[config.mk]
export PLATFORM = sky130hd
export DESIGN_NAME = fcx_exec_core
export DESIGN_NICKNAME = d
export VERILOG_FILES = /design/src/fcx_pkg.sv /design/src/fcx_exec_core.sv /design/src/fcx_flag_unit.sv
export SDC_FILE = /design/constraint.sdc
export NUM_CORES = 1
export LEC_CHECK = 0
export BUFFER_PORTS_ARGS = -buffer_cell sky130_fd_sc_hd__buf_2
export CAP_MARGIN = 20
export CORE_UTILIZATION = 55
export DETAILED_ROUTE_END_ITERATION = 12
export PLACE_DENSITY = 0.79
export SLEW_MARGIN = 20
export SYNTH_ARGS = -nofsm -noshare
export SYNTH_HDL_FRONTEND = slang
export SYNTH_HIERARCHICAL = 1
export SYNTH_SLANG_ARGS = --single-unit
[constraint.sdc]
create_clock -name sys_clk -period 11.6 [get_ports sys_clk]
set_input_delay 2.9 -clock sys_clk [delete_from_list [all_inputs] [get_ports sys_clk]]
set_output_delay 2.9 -clock sys_clk [all_outputs]
set_load 0.03 [all_outputs]
[src/fcx_pkg.sv]
package fcx_pkg;

	// ------------------------------------------------------------------
	// Flag register layout and reset value
	// ------------------------------------------------------------------
	localparam int unsigned FLAG_BIT_H = 5;
	localparam int unsigned FLAG_BIT_N = 3;
	localparam int unsigned FLAG_BIT_Z = 2;
	localparam int unsigned FLAG_BIT_V = 1;
	localparam int unsigned FLAG_BIT_C = 0;
	localparam logic [7:0]  FLAG_RESET = 8'h80;

	// ------------------------------------------------------------------
	// Arithmetic and timing constants
	// ------------------------------------------------------------------
	localparam int unsigned HALF_BIT_WORD  = 11;
	localparam int unsigned HALF_BIT_LONG  = 27;
	localparam logic [31:0] PTR_STEP       = 32'h0000_0002;
	localparam logic [31:0] STACK_STEP     = 32'h0000_0002;
	localparam logic [23:0] PC_STEP        = 24'h00_0002;
	localparam logic [15:0] COPY_STEP      = 16'h0001;
	localparam int unsigned COPY_BASE_ST   = 8;
	localparam int unsigned COPY_BYTE_ST   = 4;
	localparam logic [3:0]  COPY_SETUP_CYC = 4'(COPY_BASE_ST - 1);
	localparam int unsigned SLEEP_ENTRY_ST = 2;
	localparam logic [31:0] SP_RESET       = 32'h0000_0000;
	localparam logic [23:0] PC_RESET       = 24'h00_0000;

	// ------------------------------------------------------------------
	// Operations, operand modes and flag update kinds
	// ------------------------------------------------------------------
	typedef enum logic [3:0] {
		OP_NO_OPERATION, OP_POWER_DOWN, OP_EXCEPTION_RETURN, OP_LOAD_FLAGS,
		OP_STORE_FLAGS, OP_FLAG_AND_IMM, OP_FLAG_OR_IMM, OP_FLAG_XOR_IMM,
		OP_BLOCK_COPY_BYTE, OP_BLOCK_COPY_WORD
	} fcx_op_t;

	typedef enum logic [2:0] {
		MODE_IMM, MODE_REG, MODE_IND, MODE_DISP, MODE_AUTO, MODE_ABS
	} fcx_mode_t;

	typedef enum logic [2:0] {
		FK_HALF_WORD, FK_HALF_LONG, FK_STICKY_ZERO, FK_DEC_ADJUST, FK_DIVIDE
	} fcx_fk_t;

endpackage

[src/fcx_exec_core.sv]
`timescale 1ns/1ps

// Overview of operation
// RL1 - Return pops flags, then program counter.
// RL2 - Load flags from immediate, register or memory.
// RL3 - Post-increment load adds two to pointer.
// RL4 - Store flags to register or memory, unchanged.
// RL5 - Pre-decrement store subtracts two, then writes.
// RL6 - Flag AND with immediate.
// RL7 - Flag OR with immediate.
// RL8 - Flag XOR with immediate.
// RL9 - Copy moves one byte, bumps both pointers.
// RL10 - Byte count decrements, stops at zero.
// RL11 - Word count decrements, stops at zero.
// RL12 - Zero count copies nothing.
// RL13 - Copy takes eight plus four per byte.
// RL14 - State counts assume on-chip memory.
// RL15 - Half-carry from bit eleven or twenty-seven.
// RL16 - Sticky zero keeps or clears zero flag.
// RL17 - Decimal adjust carry sets or keeps.
// RL18 - Divide flags from divisor and quotient signs.
// RL19 - Synchronised transfers take variable states.
// RL20 - Power-down halts fetch until wake-up.
// RL21 - No-operation only advances counter by two.
module fcx_exec_core (
	input  wire logic              sys_clk,
	input  wire logic              rst,
	input  wire logic              op_valid,
	input  wire fcx_pkg::fcx_op_t  op_code,
	input  wire fcx_pkg::fcx_mode_t op_mode,
	input  wire logic [7:0]        op_imm,
	input  wire logic [7:0]        op_reg_byte,
	input  wire logic [31:0]       op_ptr,
	input  wire logic [23:0]       op_disp,
	input  wire logic [23:0]       op_abs,
	input  wire logic [23:0]       op_len,
	input  wire logic [15:0]       copy_count_word,
	input  wire logic [15:0]       copy_source_ptr,
	input  wire logic [15:0]       copy_dest_ptr,
	input  wire logic              sp_load,
	input  wire logic [31:0]       sp_value,
	input  wire logic              fl_valid,
	input  wire fcx_pkg::fcx_fk_t  fl_kind,
	input  wire logic [31:0]       fl_a,
	input  wire logic [31:0]       fl_b,
	input  wire logic              fl_sub,
	input  wire logic              fl_res_zero,
	input  wire logic              fl_adj_carry,
	input  wire logic              fl_divisor_neg,
	input  wire logic              fl_divisor_zero,
	input  wire logic              fl_quot_neg,
	input  wire logic              wake_pin,
	input  wire logic              mem_ack,
	input  wire logic [15:0]       mem_rdata,
	output logic                   op_ready,
	output logic                   op_done,
	output logic [7:0]             flag_register,
	output logic [23:0]            pc_out,
	output logic [31:0]            stack_pointer,
	output logic                   reg_byte_we,
	output logic [7:0]             reg_byte_out,
	output logic                   wide_ptr_we,
	output logic [31:0]            wide_ptr_out,
	output logic                   copy_wb,
	output logic [15:0]            copy_count_out,
	output logic [15:0]            copy_src_out,
	output logic [15:0]            copy_dst_out,
	output logic                   power_down,
	output logic                   mem_req,
	output logic                   mem_we,
	output logic                   mem_byte,
	output logic [23:0]            mem_addr,
	output logic [15:0]            mem_wdata
);

	typedef enum logic [3:0] {
		ST_IDLE, ST_EXEC, ST_MEM_RD, ST_MEM_WR, ST_POP_FLAG, ST_POP_PC,
		ST_SLEEP_ENT, ST_SLEEP, ST_CP_SETUP, ST_CP_RD, ST_CP_WR
	} fcx_state_t;

	// ------------------------------------------------------------------
	// Helpers
	// ------------------------------------------------------------------
	function automatic logic [23:0] fcx_ea(input fcx_pkg::fcx_mode_t m,
		input logic [31:0] p, input logic [23:0] d, input logic [23:0] a,
		input logic is_store);
		case (m)
			fcx_pkg::MODE_DISP: fcx_ea = p[23:0] + d;
			fcx_pkg::MODE_AUTO: fcx_ea = is_store ? p[23:0] - fcx_pkg::PTR_STEP[23:0]
			                                      : p[23:0];
			fcx_pkg::MODE_ABS:  fcx_ea = a;
			default:            fcx_ea = p[23:0];
		endcase
	endfunction

	function automatic logic fcx_is_mem(input fcx_pkg::fcx_mode_t m);
		fcx_is_mem = (m != fcx_pkg::MODE_IMM) && (m != fcx_pkg::MODE_REG);
	endfunction

	// ------------------------------------------------------------------
	// State
	// ------------------------------------------------------------------
	fcx_state_t         state_ff, nxt_state;
	fcx_pkg::fcx_op_t   opc_ff, nxt_opc;
	fcx_pkg::fcx_mode_t mode_ff, nxt_mode;
	logic [7:0]  opnd_ff, nxt_opnd;
	logic [31:0] ptr_ff, nxt_ptr;
	logic [23:0] len_ff, nxt_len;
	logic [3:0]  timer_ff, nxt_timer;
	logic [7:0]  data_ff, nxt_data;
	logic        ready_ff, nxt_ready, done_ff, nxt_done;
	logic [7:0]  flags_ff, nxt_flags;
	logic [23:0] pc_ff, nxt_pc;
	logic [31:0] sp_ff, nxt_sp;
	logic        r8we_ff, nxt_r8we, pwe_ff, nxt_pwe, cwb_ff, nxt_cwb, pd_ff, nxt_pd;
	logic [7:0]  r8_ff, nxt_r8;
	logic [31:0] pwb_ff, nxt_pwb;
	logic [15:0] cnt_ff, nxt_cnt, src_ff, nxt_src, dst_ff, nxt_dst;
	logic        req_ff, nxt_req, we_ff, nxt_we, byte_ff, nxt_byte;
	logic [23:0] addr_ff, nxt_addr;
	logic [15:0] wdata_ff, nxt_wdata;
	logic        wake_meta_ff, wake_sync_ff;
	logic [7:0]  fl_flags;

	fcx_flag_unit u_flag_unit (
		.flags_in     (flags_ff),
		.kind         (fl_kind),
		.opnd_a       (fl_a),
		.opnd_b       (fl_b),
		.subtract     (fl_sub),
		.res_zero     (fl_res_zero),
		.adj_carry    (fl_adj_carry),
		.divisor_neg  (fl_divisor_neg),
		.divisor_zero (fl_divisor_zero),
		.quot_neg     (fl_quot_neg),
		.flags_out    (fl_flags)
	);

	// ------------------------------------------------------------------
	// Next-state logic
	// ------------------------------------------------------------------
	always_comb begin
		nxt_state = state_ff;  nxt_opc = opc_ff;    nxt_mode = mode_ff;
		nxt_opnd  = opnd_ff;   nxt_ptr = ptr_ff;    nxt_len = len_ff;
		nxt_timer = timer_ff;  nxt_data = data_ff;  nxt_ready = ready_ff;
		nxt_done  = 1'b0;      nxt_flags = flags_ff; nxt_pc = pc_ff;
		nxt_sp    = sp_ff;     nxt_r8we = 1'b0;     nxt_pwe = 1'b0;
		nxt_cwb   = 1'b0;      nxt_pd = pd_ff;      nxt_r8 = r8_ff;
		nxt_pwb   = pwb_ff;    nxt_cnt = cnt_ff;    nxt_src = src_ff;
		nxt_dst   = dst_ff;    nxt_req = req_ff;    nxt_we = we_ff;
		nxt_byte  = byte_ff;   nxt_addr = addr_ff;  nxt_wdata = wdata_ff;
		case (state_ff)
			ST_IDLE: begin
				if (sp_load) begin
					nxt_sp = sp_value;
				end
				if (op_valid) begin
					nxt_ready = 1'b0;
					nxt_opc   = op_code;
					nxt_mode  = op_mode;
					nxt_opnd  = (op_mode == fcx_pkg::MODE_REG) ? op_reg_byte : op_imm;
					nxt_ptr   = op_ptr;
					nxt_len   = op_len;
					nxt_state = ST_EXEC;
					case (op_code)
						fcx_pkg::OP_POWER_DOWN: nxt_state = ST_SLEEP_ENT; // [RL20]
						fcx_pkg::OP_EXCEPTION_RETURN: begin
							nxt_state = ST_POP_FLAG; // [RL1]
							nxt_req   = 1'b1;
							nxt_we    = 1'b0;
							nxt_byte  = 1'b0;
							nxt_addr  = sp_ff[23:0];
						end
						fcx_pkg::OP_LOAD_FLAGS, fcx_pkg::OP_STORE_FLAGS: begin
							if (fcx_is_mem(op_mode)) begin
								nxt_state = (op_code == fcx_pkg::OP_STORE_FLAGS) ? ST_MEM_WR
								                                                 : ST_MEM_RD;
								nxt_req   = 1'b1;
								nxt_we    = (op_code == fcx_pkg::OP_STORE_FLAGS);
								nxt_byte  = 1'b0;
								nxt_addr  = fcx_ea(op_mode, op_ptr, op_disp, op_abs,
								                   op_code == fcx_pkg::OP_STORE_FLAGS); // [RL5]
								nxt_wdata = {flags_ff, flags_ff}; // [RL4]
							end
						end
						fcx_pkg::OP_BLOCK_COPY_BYTE, fcx_pkg::OP_BLOCK_COPY_WORD: begin
							nxt_state = ST_CP_SETUP;
							nxt_timer = fcx_pkg::COPY_SETUP_CYC; // [RL13] [RL14]
							nxt_cnt   = (op_code == fcx_pkg::OP_BLOCK_COPY_BYTE)
							          ? {8'h00, copy_count_word[7:0]} // [RL10]
							          : copy_count_word;              // [RL11]
							nxt_src   = copy_source_ptr;
							nxt_dst   = copy_dest_ptr;
						end
						default: nxt_state = ST_EXEC;
					endcase
				end else if (fl_valid) begin
					nxt_flags = fl_flags; // [RL15] [RL16] [RL17] [RL18]
				end
			end
			ST_EXEC: begin
				case (opc_ff)
					fcx_pkg::OP_LOAD_FLAGS:   nxt_flags = opnd_ff;            // [RL2]
					fcx_pkg::OP_FLAG_AND_IMM: nxt_flags = flags_ff & opnd_ff; // [RL6]
					fcx_pkg::OP_FLAG_OR_IMM:  nxt_flags = flags_ff | opnd_ff; // [RL7]
					fcx_pkg::OP_FLAG_XOR_IMM: nxt_flags = flags_ff ^ opnd_ff; // [RL8]
					fcx_pkg::OP_STORE_FLAGS: begin
						nxt_r8we = 1'b1; // [RL4]
						nxt_r8   = flags_ff;
					end
					default: nxt_flags = flags_ff;
				endcase
				nxt_pc    = (opc_ff == fcx_pkg::OP_NO_OPERATION) ? pc_ff + fcx_pkg::PC_STEP
				                                                 : pc_ff + len_ff; // [RL21]
				nxt_done  = 1'b1;
				nxt_ready = 1'b1;
				nxt_state = ST_IDLE;
			end
			ST_MEM_RD, ST_MEM_WR: begin
				// Wait states stretch here for slow or synchronised memory.
				if (mem_ack) begin // [RL19]
					nxt_req = 1'b0;
					if (state_ff == ST_MEM_RD) begin
						nxt_flags = mem_rdata[7:0]; // [RL2]
						nxt_pwb   = ptr_ff + fcx_pkg::PTR_STEP; // [RL3]
					end else begin
						nxt_pwb   = ptr_ff - fcx_pkg::PTR_STEP; // [RL5]
					end
					nxt_pwe   = (mode_ff == fcx_pkg::MODE_AUTO);
					nxt_pc    = pc_ff + len_ff;
					nxt_done  = 1'b1;
					nxt_ready = 1'b1;
					nxt_state = ST_IDLE;
				end
			end
			ST_POP_FLAG: begin
				if (mem_ack) begin
					nxt_flags = mem_rdata[7:0]; // [RL1]
					nxt_sp    = sp_ff + fcx_pkg::STACK_STEP;
					nxt_addr  = nxt_sp[23:0];
					nxt_state = ST_POP_PC;
				end
			end
			ST_POP_PC: begin
				if (mem_ack) begin
					nxt_pc    = {8'h00, mem_rdata}; // [RL1]
					nxt_sp    = sp_ff + fcx_pkg::STACK_STEP;
					nxt_req   = 1'b0;
					nxt_done  = 1'b1;
					nxt_ready = 1'b1;
					nxt_state = ST_IDLE;
				end
			end
			ST_SLEEP_ENT: begin
				nxt_pd    = 1'b1; // [RL20]
				nxt_state = ST_SLEEP;
			end
			ST_SLEEP: begin
				if (wake_sync_ff) begin
					nxt_pd    = 1'b0;
					nxt_pc    = pc_ff + len_ff;
					nxt_done  = 1'b1;
					nxt_ready = 1'b1;
					nxt_state = ST_IDLE;
				end
			end
			ST_CP_SETUP: begin
				if (timer_ff > 4'h1) begin
					nxt_timer = timer_ff - 4'h1;
				end else if (cnt_ff == 16'h0000) begin
					nxt_cwb   = 1'b1; // [RL12]
					nxt_pc    = pc_ff + len_ff;
					nxt_done  = 1'b1;
					nxt_ready = 1'b1;
					nxt_state = ST_IDLE;
				end else begin
					nxt_req   = 1'b1;
					nxt_we    = 1'b0;
					nxt_byte  = 1'b1;
					nxt_addr  = {8'h00, src_ff}; // [RL9]
					nxt_state = ST_CP_RD;
				end
			end
			ST_CP_RD: begin
				if (mem_ack) begin
					nxt_data  = mem_rdata[7:0];
					nxt_we    = 1'b1;
					nxt_addr  = {8'h00, dst_ff}; // [RL9]
					nxt_wdata = {8'h00, mem_rdata[7:0]};
					nxt_state = ST_CP_WR;
				end
			end
			ST_CP_WR: begin
				if (mem_ack) begin
					nxt_src = src_ff + fcx_pkg::COPY_STEP; // [RL9]
					nxt_dst = dst_ff + fcx_pkg::COPY_STEP; // [RL9]
					nxt_cnt = cnt_ff - fcx_pkg::COPY_STEP; // [RL10] [RL11]
					nxt_we  = 1'b0;
					if (cnt_ff == fcx_pkg::COPY_STEP) begin
						nxt_req   = 1'b0;
						nxt_cwb   = 1'b1;
						nxt_pc    = pc_ff + len_ff;
						nxt_done  = 1'b1;
						nxt_ready = 1'b1;
						nxt_state = ST_IDLE;
					end else begin
						nxt_addr  = {8'h00, nxt_src};
						nxt_state = ST_CP_RD;
					end
				end
			end
			default: nxt_state = ST_IDLE;
		endcase
	end

	// ------------------------------------------------------------------
	// Registers
	// ------------------------------------------------------------------
	always_ff @(posedge sys_clk or posedge rst) begin
		if (rst) begin
			state_ff <= ST_IDLE;  opc_ff <= fcx_pkg::OP_NO_OPERATION;
			mode_ff <= fcx_pkg::MODE_IMM; opnd_ff <= 8'h00; ptr_ff <= 32'h0000_0000;
			len_ff <= 24'h00_0000; timer_ff <= 4'h0; data_ff <= 8'h00;
			ready_ff <= 1'b1; done_ff <= 1'b0; flags_ff <= fcx_pkg::FLAG_RESET;
			pc_ff <= fcx_pkg::PC_RESET; sp_ff <= fcx_pkg::SP_RESET;
			r8we_ff <= 1'b0; pwe_ff <= 1'b0; cwb_ff <= 1'b0; pd_ff <= 1'b0;
			r8_ff <= 8'h00; pwb_ff <= 32'h0000_0000; cnt_ff <= 16'h0000;
			src_ff <= 16'h0000; dst_ff <= 16'h0000; req_ff <= 1'b0; we_ff <= 1'b0;
			byte_ff <= 1'b0; addr_ff <= 24'h00_0000; wdata_ff <= 16'h0000;
			wake_meta_ff <= 1'b0; wake_sync_ff <= 1'b0;
		end else begin
			state_ff <= nxt_state; opc_ff <= nxt_opc; mode_ff <= nxt_mode;
			opnd_ff <= nxt_opnd; ptr_ff <= nxt_ptr; len_ff <= nxt_len;
			timer_ff <= nxt_timer; data_ff <= nxt_data; ready_ff <= nxt_ready;
			done_ff <= nxt_done; flags_ff <= nxt_flags; pc_ff <= nxt_pc;
			sp_ff <= nxt_sp; r8we_ff <= nxt_r8we; pwe_ff <= nxt_pwe;
			cwb_ff <= nxt_cwb; pd_ff <= nxt_pd; r8_ff <= nxt_r8; pwb_ff <= nxt_pwb;
			cnt_ff <= nxt_cnt; src_ff <= nxt_src; dst_ff <= nxt_dst;
			req_ff <= nxt_req; we_ff <= nxt_we; byte_ff <= nxt_byte;
			addr_ff <= nxt_addr; wdata_ff <= nxt_wdata;
			wake_meta_ff <= wake_pin;
			wake_sync_ff <= wake_meta_ff;
		end
	end

	assign op_ready = ready_ff;       assign op_done = done_ff;
	assign flag_register = flags_ff;  assign pc_out = pc_ff;
	assign stack_pointer = sp_ff;     assign reg_byte_we = r8we_ff;
	assign reg_byte_out = r8_ff;      assign wide_ptr_we = pwe_ff;
	assign wide_ptr_out = pwb_ff;     assign copy_wb = cwb_ff;
	assign copy_count_out = cnt_ff;   assign copy_src_out = src_ff;
	assign copy_dst_out = dst_ff;     assign power_down = pd_ff;
	assign mem_req = req_ff;          assign mem_we = we_ff;
	assign mem_byte = byte_ff;        assign mem_addr = addr_ff;
	assign mem_wdata = wdata_ff;

	// Cycles since a copy was accepted, its count and the cycles spent waiting on memory.
	logic [19:0] cp_cyc_ff;
	logic [19:0] cp_wait_ff;
	logic [15:0] cp_n_ff;
	logic        cp_acc;
	assign cp_acc = state_ff == ST_IDLE && op_valid &&
		(op_code == fcx_pkg::OP_BLOCK_COPY_BYTE || op_code == fcx_pkg::OP_BLOCK_COPY_WORD);
	always_ff @(posedge sys_clk or posedge rst) begin
		if (rst) begin
			cp_cyc_ff  <= 20'h00000;
			cp_wait_ff <= 20'h00000;
			cp_n_ff    <= 16'h0000;
		end else if (cp_acc) begin
			cp_cyc_ff  <= 20'h00001;
			cp_wait_ff <= 20'h00000;
			cp_n_ff    <= nxt_cnt;
		end else begin
			cp_cyc_ff <= cp_cyc_ff + 20'h00001;
			if ((state_ff == ST_CP_RD || state_ff == ST_CP_WR) && !mem_ack) begin
				cp_wait_ff <= cp_wait_ff + 20'h00001;
			end
		end
	end
endmodule

[src/fcx_flag_unit.sv]
`timescale 1ns/1ps

// ----------------------------------------------------------------------
// Flag update helper for the arithmetic footnote cases
// ----------------------------------------------------------------------
module fcx_flag_unit (
	input  wire logic [7:0]      flags_in,
	input  wire fcx_pkg::fcx_fk_t kind,
	input  wire logic [31:0]     opnd_a,
	input  wire logic [31:0]     opnd_b,
	input  wire logic            subtract,
	input  wire logic            res_zero,
	input  wire logic            adj_carry,
	input  wire logic            divisor_neg,
	input  wire logic            divisor_zero,
	input  wire logic            quot_neg,
	output logic [7:0]           flags_out
);

	logic [12:0] half_w;
	logic [28:0] half_l;

	always_comb begin
		half_w = subtract ? {1'b0, opnd_a[11:0]} - {1'b0, opnd_b[11:0]}
		                  : {1'b0, opnd_a[11:0]} + {1'b0, opnd_b[11:0]};
		half_l = subtract ? {1'b0, opnd_a[27:0]} - {1'b0, opnd_b[27:0]}
		                  : {1'b0, opnd_a[27:0]} + {1'b0, opnd_b[27:0]};
		flags_out = flags_in;
		case (kind)
			fcx_pkg::FK_HALF_WORD: begin
				flags_out[fcx_pkg::FLAG_BIT_H] = half_w[fcx_pkg::HALF_BIT_WORD + 1]; // [RL15]
			end
			fcx_pkg::FK_HALF_LONG: begin
				flags_out[fcx_pkg::FLAG_BIT_H] = half_l[fcx_pkg::HALF_BIT_LONG + 1]; // [RL15]
			end
			fcx_pkg::FK_STICKY_ZERO: begin
				if (!res_zero) begin
					flags_out[fcx_pkg::FLAG_BIT_Z] = 1'b0; // [RL16]
				end
			end
			fcx_pkg::FK_DEC_ADJUST: begin
				if (adj_carry) begin
					flags_out[fcx_pkg::FLAG_BIT_C] = 1'b1; // [RL17]
				end
			end
			fcx_pkg::FK_DIVIDE: begin
				flags_out[fcx_pkg::FLAG_BIT_N] = quot_neg;     // [RL18]
				flags_out[fcx_pkg::FLAG_BIT_Z] = divisor_zero; // [RL18]
				flags_out[fcx_pkg::FLAG_BIT_V] = divisor_neg;  // [RL18]
			end
			default: begin
				flags_out = flags_in;
			end
		endcase
	end

endmodule

==> results.md <==
Floorplanning:
- After floorplanning, the core was sized to cover roughly 38000 sq um.
- The initial core utilization is 56.14%.
- The floorplan step set the die width to around 200 um.
- The floorplan has slightly above 70 rows.
- The area enclosed by the die boundary is ~40000 sq um.
- The number of ports placed on the die boundary is approximately 500.
- Measured along the y axis, the die boundary spans 198.3 um.

CTS:
- The number of gates resized after cts is 0.
- The clock tree root buffer cell is sky130_fd_sc_hd__clkbuf_16.
- Buffers inserted during clock tree synthesis total 34.
- The clock transition at the registers of the reported paths is 0.06 ns.
- The number of setup buffers added after CTS is 0.
- The worst-skew pair later-pin latency is 0.56 ns.
- TritonCTS built the clock tree.
- The clock net sink count is about 280.
- The H-tree generated during clock tree synthesis spans 2 levels.
- The number of hold buffers added after CTS was 0.
- Counting along the longest clock path gives a buffer depth of 3.

Setup path:
- The worst setup path category is primary input to flip-flop.
- For this run, the slowest stage of the critical path takes 0.68 ns.
- The required time of the critical path is between 10 and 15 ns.
- The data arrival time of the worst path is 6.68 ns.
- On the critical path, the stage with the largest delay is an instance of sky130_fd_sc_hd__or4_1.
- The worst setup path is captured at a flip-flop.
- The critical path launch point type is a primary input.
- The signal on the critical path passes through buf_2 > or4_1 > or3_4 > nor2b_2 > nor2_1 > xnor2_1 > ha_1 > nand4_1 > nor4_1 > and2_1 > a31oi_1 > and4_1 > nor3_2 > nand3_1 > o211ai_1 > nand2_1 > o21ai_0.
- Of all nets on the critical path, the largest fanout is 6.

Synthesis:
- The average instance in the mapped netlist occupies between 8 and 9 sq um.
- The Yosys step of the flow raised 6 warnings.
- The top cell type by area accounts for 33.06% of the synthesized area.
- After synthesis, the netlist uses between 90 and 100 different library cells.
- The dominant register cell in the synthesized netlist is sky130_fd_sc_hd__dfrtp_1.
- The cell count after synthesis is around 2600.
- The number of flops mapped to enable cells by yosys is 0.
- In this run the cell area of the synthesized design comes to between 20000 and 25000 sq um.
- The synthesized design spends more area on one cell type than any other, namely sky130_fd_sc_hd__dfrtp_1.
- In this run, synthesis produced a sequential element count of between 200 and 300.
- Ranked by total cell area, the synthesized netlist is headed by sky130_fd_sc_hd__dfrtp_1, sky130_fd_sc_hd__ha_1, sky130_fd_sc_hd__o21ai_0.
- In the synthesized netlist the async set-or-reset flop fraction comes to 100.0%.
- The number of nets in the synthesized netlist is 3000.
- The part of the Yosys area used for sequential elements is 33.31%.

Power:
- Across the VDD grid, the largest voltage drop is around 0.19 mV.
- Power spread over the standard cell area amounts to just over 300 nW/um^2.
- The analysis attributes to cell leakage a power of between 0.01 and 0.015 uW.

GRT:
- The global router's overall resource usage is about two fifths.
- The total overflow left after global routing is 0.
- The pin count of the biggest net entering global routing is about 110.
- The via count of the first global-routing pass is 21250.
- The first global-routing pass estimated about 120 mm of wire.
- The number of antenna violations at the first check in global routing is 18.

Route:
- The via-per-instance ratio is about 6.4.
- For this block, the via count after detailed routing is between 20000 and 25000.
- The number of iterations in the first detailed-routing pass is 7.
- The remaining number of nets flagged by the antenna check after routing is 0.
- The first-iteration detailed-routing DRC count is between 2000 and 2500.
- The count of unresolved DRC violations after routing is 0.
- The average wire per cell in the routed design is approximately 22 um.
- Wires add up to 77.25 mm.

Final layout:
- The finished layout holds around 3500 standard cells, fillers aside.
- The signed area change from the synthesized netlist to the final layout is 18.77%.
- The number of filler cells placed in the layout is about 3200.
- Cells with a size suffix above 1 make up a little under a quarter of the layout.
- The net count of the finished layout is approximately 3400.

Placed design:
- Before CTS, the worst setup slack after placement is between 4 and 5 ns.
- Detailed placement finished with a half-perimeter wire length of 57.99 mm.
- The number of placed instances with taps included is approximately 3500.
- The final weighted congestion of routability-driven global placement is ~1.
- Input and output buffers added on the ports amount to between 400 and 500.

STA:
- In this run the tightest slew margin relative to its limit is between 20% and 30%.
- The final critical path takes up 53.58% of the cycle.
- The final period demand of the worst path is 6.215 ns.
- For the final routed database, the setup TNS stands at 0 ns.
- The final number of max-transition violations is 0.
- Setup slack closes at 5.385 ns.
- Derived from the worst setup path, the maximum achievable clock frequency is between 150 and 200 MHz.
- At the pin with the least slew margin, the transition time is around 1.1 ns.
- The count of endpoints failing setup in the final report is 0.
- Across all hold checks on the routed design, the worst slack comes to around 0.33 ns.
- Setup repair after global routing left no endpoint under its margin.
- The hold violation total from the final report is 0.
- The clock arrives with 0.04144 ns of skew.

Run:
- The tool flagged a number of max-cap violations equal to 0.

Status:
- The flow ran to the end, and the final reports show no timing, DRC or antenna violations.

Worst hold path:
- In this run the worst hold path is classified as flip-flop to flip-flop.
## per-layer routing
metal,up-vias,wire (um),global-route usage (%)
met5,-,82,0
met2,1306,35450,62.14
met3,231,7934,8.125
li1,10330,-,-
met1,10710,29670,48.56
met4,12,4115,20.33
## synth_stat cells (7+ instances only)
| cell | instances |
|---|---|
| sky130_fd_sc_hd__a32oi_1 | 7 |
| sky130_fd_sc_hd__a31oi_1 | 44 |
| sky130_fd_sc_hd__xnor2_1 | 87 |
| sky130_fd_sc_hd__a221oi_1 | 25 |
| sky130_fd_sc_hd__o31ai_1 | 16 |
| sky130_fd_sc_hd__clkbuf_1 | 109 |
| sky130_fd_sc_hd__o22ai_1 | 33 |
| sky130_fd_sc_hd__a21oi_1 | 197 |
| sky130_fd_sc_hd__nand3_1 | 75 |
| sky130_fd_sc_hd__a21o_1 | 44 |
| sky130_fd_sc_hd__buf_2 | 10 |
| sky130_fd_sc_hd__o311ai_0 | 17 |
| sky130_fd_sc_hd__mux2i_1 | 26 |
| sky130_fd_sc_hd__ha_1 | 128 |
| sky130_fd_sc_hd__nand2b_1 | 18 |
| sky130_fd_sc_hd__and3_1 | 47 |
| sky130_fd_sc_hd__o21bai_1 | 11 |
| sky130_fd_sc_hd__a211oi_1 | 17 |
| sky130_fd_sc_hd__nand2_1 | 304 |
| sky130_fd_sc_hd__nand4_1 | 11 |
| sky130_fd_sc_hd__nor2_1 | 224 |
| sky130_fd_sc_hd__dfrtp_1 | 280 |
| sky130_fd_sc_hd__or3_1 | 15 |
| sky130_fd_sc_hd__and2_1 | 17 |
| sky130_fd_sc_hd__mux2_2 | 62 |
| sky130_fd_sc_hd__o221ai_1 | 9 |
| sky130_fd_sc_hd__a222oi_1 | 20 |
| sky130_fd_sc_hd__o21ai_1 | 9 |
| sky130_fd_sc_hd__o21a_1 | 15 |
| sky130_fd_sc_hd__nor2b_1 | 22 |
| sky130_fd_sc_hd__nor4_1 | 15 |
| sky130_fd_sc_hd__buf_1 | 9 |
| sky130_fd_sc_hd__o211ai_1 | 33 |
| sky130_fd_sc_hd__a22oi_1 | 27 |
| sky130_fd_sc_hd__nor3_1 | 63 |
| sky130_fd_sc_hd__inv_1 | 69 |
| sky130_fd_sc_hd__o21ai_0 | 270 |
| sky130_fd_sc_hd__and4_1 | 9 |
| sky130_fd_sc_hd__xor2_1 | 52 |
## placed cells by master, fill, tap and decap left out, types with 22 or more instances in the layout
cell / count
sky130_fd_sc_hd__nand3_1: 75
sky130_fd_sc_hd__o211ai_1: 33
sky130_fd_sc_hd__a221oi_1: 25
sky130_fd_sc_hd__a22oi_1: 27
sky130_fd_sc_hd__o21ai_0: 270
sky130_fd_sc_hd__nor2b_1: 22
sky130_fd_sc_hd__a31oi_1: 44
sky130_fd_sc_hd__dfrtp_1: 280
sky130_fd_sc_hd__xnor2_1: 87
sky130_fd_sc_hd__nand2_1: 301
sky130_fd_sc_hd__and3_1: 47
sky130_fd_sc_hd__nor3_1: 61
sky130_fd_sc_hd__buf_2: 495
sky130_fd_sc_hd__a21o_1: 44
sky130_fd_sc_hd__o22ai_1: 33
sky130_fd_sc_hd__nor2_1: 221
sky130_fd_sc_hd__mux2_2: 62
sky130_fd_sc_hd__mux2i_1: 26
sky130_fd_sc_hd__buf_4: 26
sky130_fd_sc_hd__inv_1: 68
sky130_fd_sc_hd__xor2_1: 52
sky130_fd_sc_hd__a21oi_1: 195
sky130_fd_sc_hd__clkbuf_16: 35
sky130_fd_sc_hd__ha_1: 128
## registers in the layout (all words and copies together), names as in the netlist, 24 cells and up
register,flops
len_ff,24
pc_out,24
wide_ptr_out,32
mem_addr,24
ptr_ff,32
stack_pointer,32
## worst max-delay path: cells and delay by family
kind	cells	cell delay (ns)
XOR/XNOR	1	0.16
AO/OA/AOI/OAI	3	0.27
AND/OR/NAND/NOR	11	2.89
adder cells (fa/ha/maj)	1	0.32
buffers and inverters	1	0.12
## area by class of cell
| type | instances | area [sq um] | area share [%] |
|---|---|---|---|
| Clock inverter | 8 | 102.6 | 0.4076 |
| Sequential cell | 282 | 7059 | 28.04 |
| Timing Repair Buffer | 522 | 2684 | 10.66 |
| Antenna cell | 15 | 37.54 | 0.1491 |
| Inverter | 70 | 270.3 | 1.074 |
| Clock buffer | 48 | 974.7 | 3.872 |
| Multi-Input combinational cell | 2082 | 13410 | 53.25 |
| Tap cell | 511 | 639.4 | 2.540 |
## report_power, final
part | internal, uW | switching, uW | leakage (uW)
registers | 1470 | 637 | 0.00342
logic | 1630 | 2800 | 0.00755
clock network | 629 | 442 | 0.000522
total | 3730 | 3880 | 0.0115
## stage by stage
stage / cell area [sq um] / utilization [%] / power [uW]
after global routing: 25160 / 66.63 / 8111
after floorplan: 21200 / - / 5111
after CTS: 25120 / 66.54 / 7538
after global placement: 24040 / 63.68 / 6307
after detailed placement: 24040 / 63.68 / 6448
final: 25170 / 66.67 / 7609
## path summary, 6_finish.rpt
kind / slack [ns] / from / depth (start not counted) / endpoint
min in group asynchronous: 2.48 / rst / 2 / wide_ptr_out[20]$_DFFE_PP0P_
worst min register to register: 0.33 / wake_meta_ff$_DFF_PP0_ / 0 / wake_sync_ff$_DFF_PP0_
worst min-delay path: 0.33 / wake_meta_ff$_DFF_PP0_ / 0 / wake_sync_ff$_DFF_PP0_
worst max register to register: 6.62 / state_ff[1]$_DFFE_PP0P_ / 14 / wide_ptr_out[28]$_DFFE_PP0P_
worst max-delay path: 5.38 / fl_b[12] / 17 / flag_register[5]$_DFFE_PP0P_
max in group asynchronous: 7.15 / rst / 4 / copy_dst_out[11]$_DFFE_PP0P_
## kinds of logic after synthesis
group	after synthesis	share of synthesized area [%]
buffers and inverters	202	3.725
xor gates and xnor gates	139	5.744
DFF	282	33.31
AOI/OAI and AO/OA	856	25.38
muxes	88	4.522
adders and majority gates	131	7.839
and+or+nand+nor	868	19.48
No activity file was read; power rests on OpenSTA's default activity.
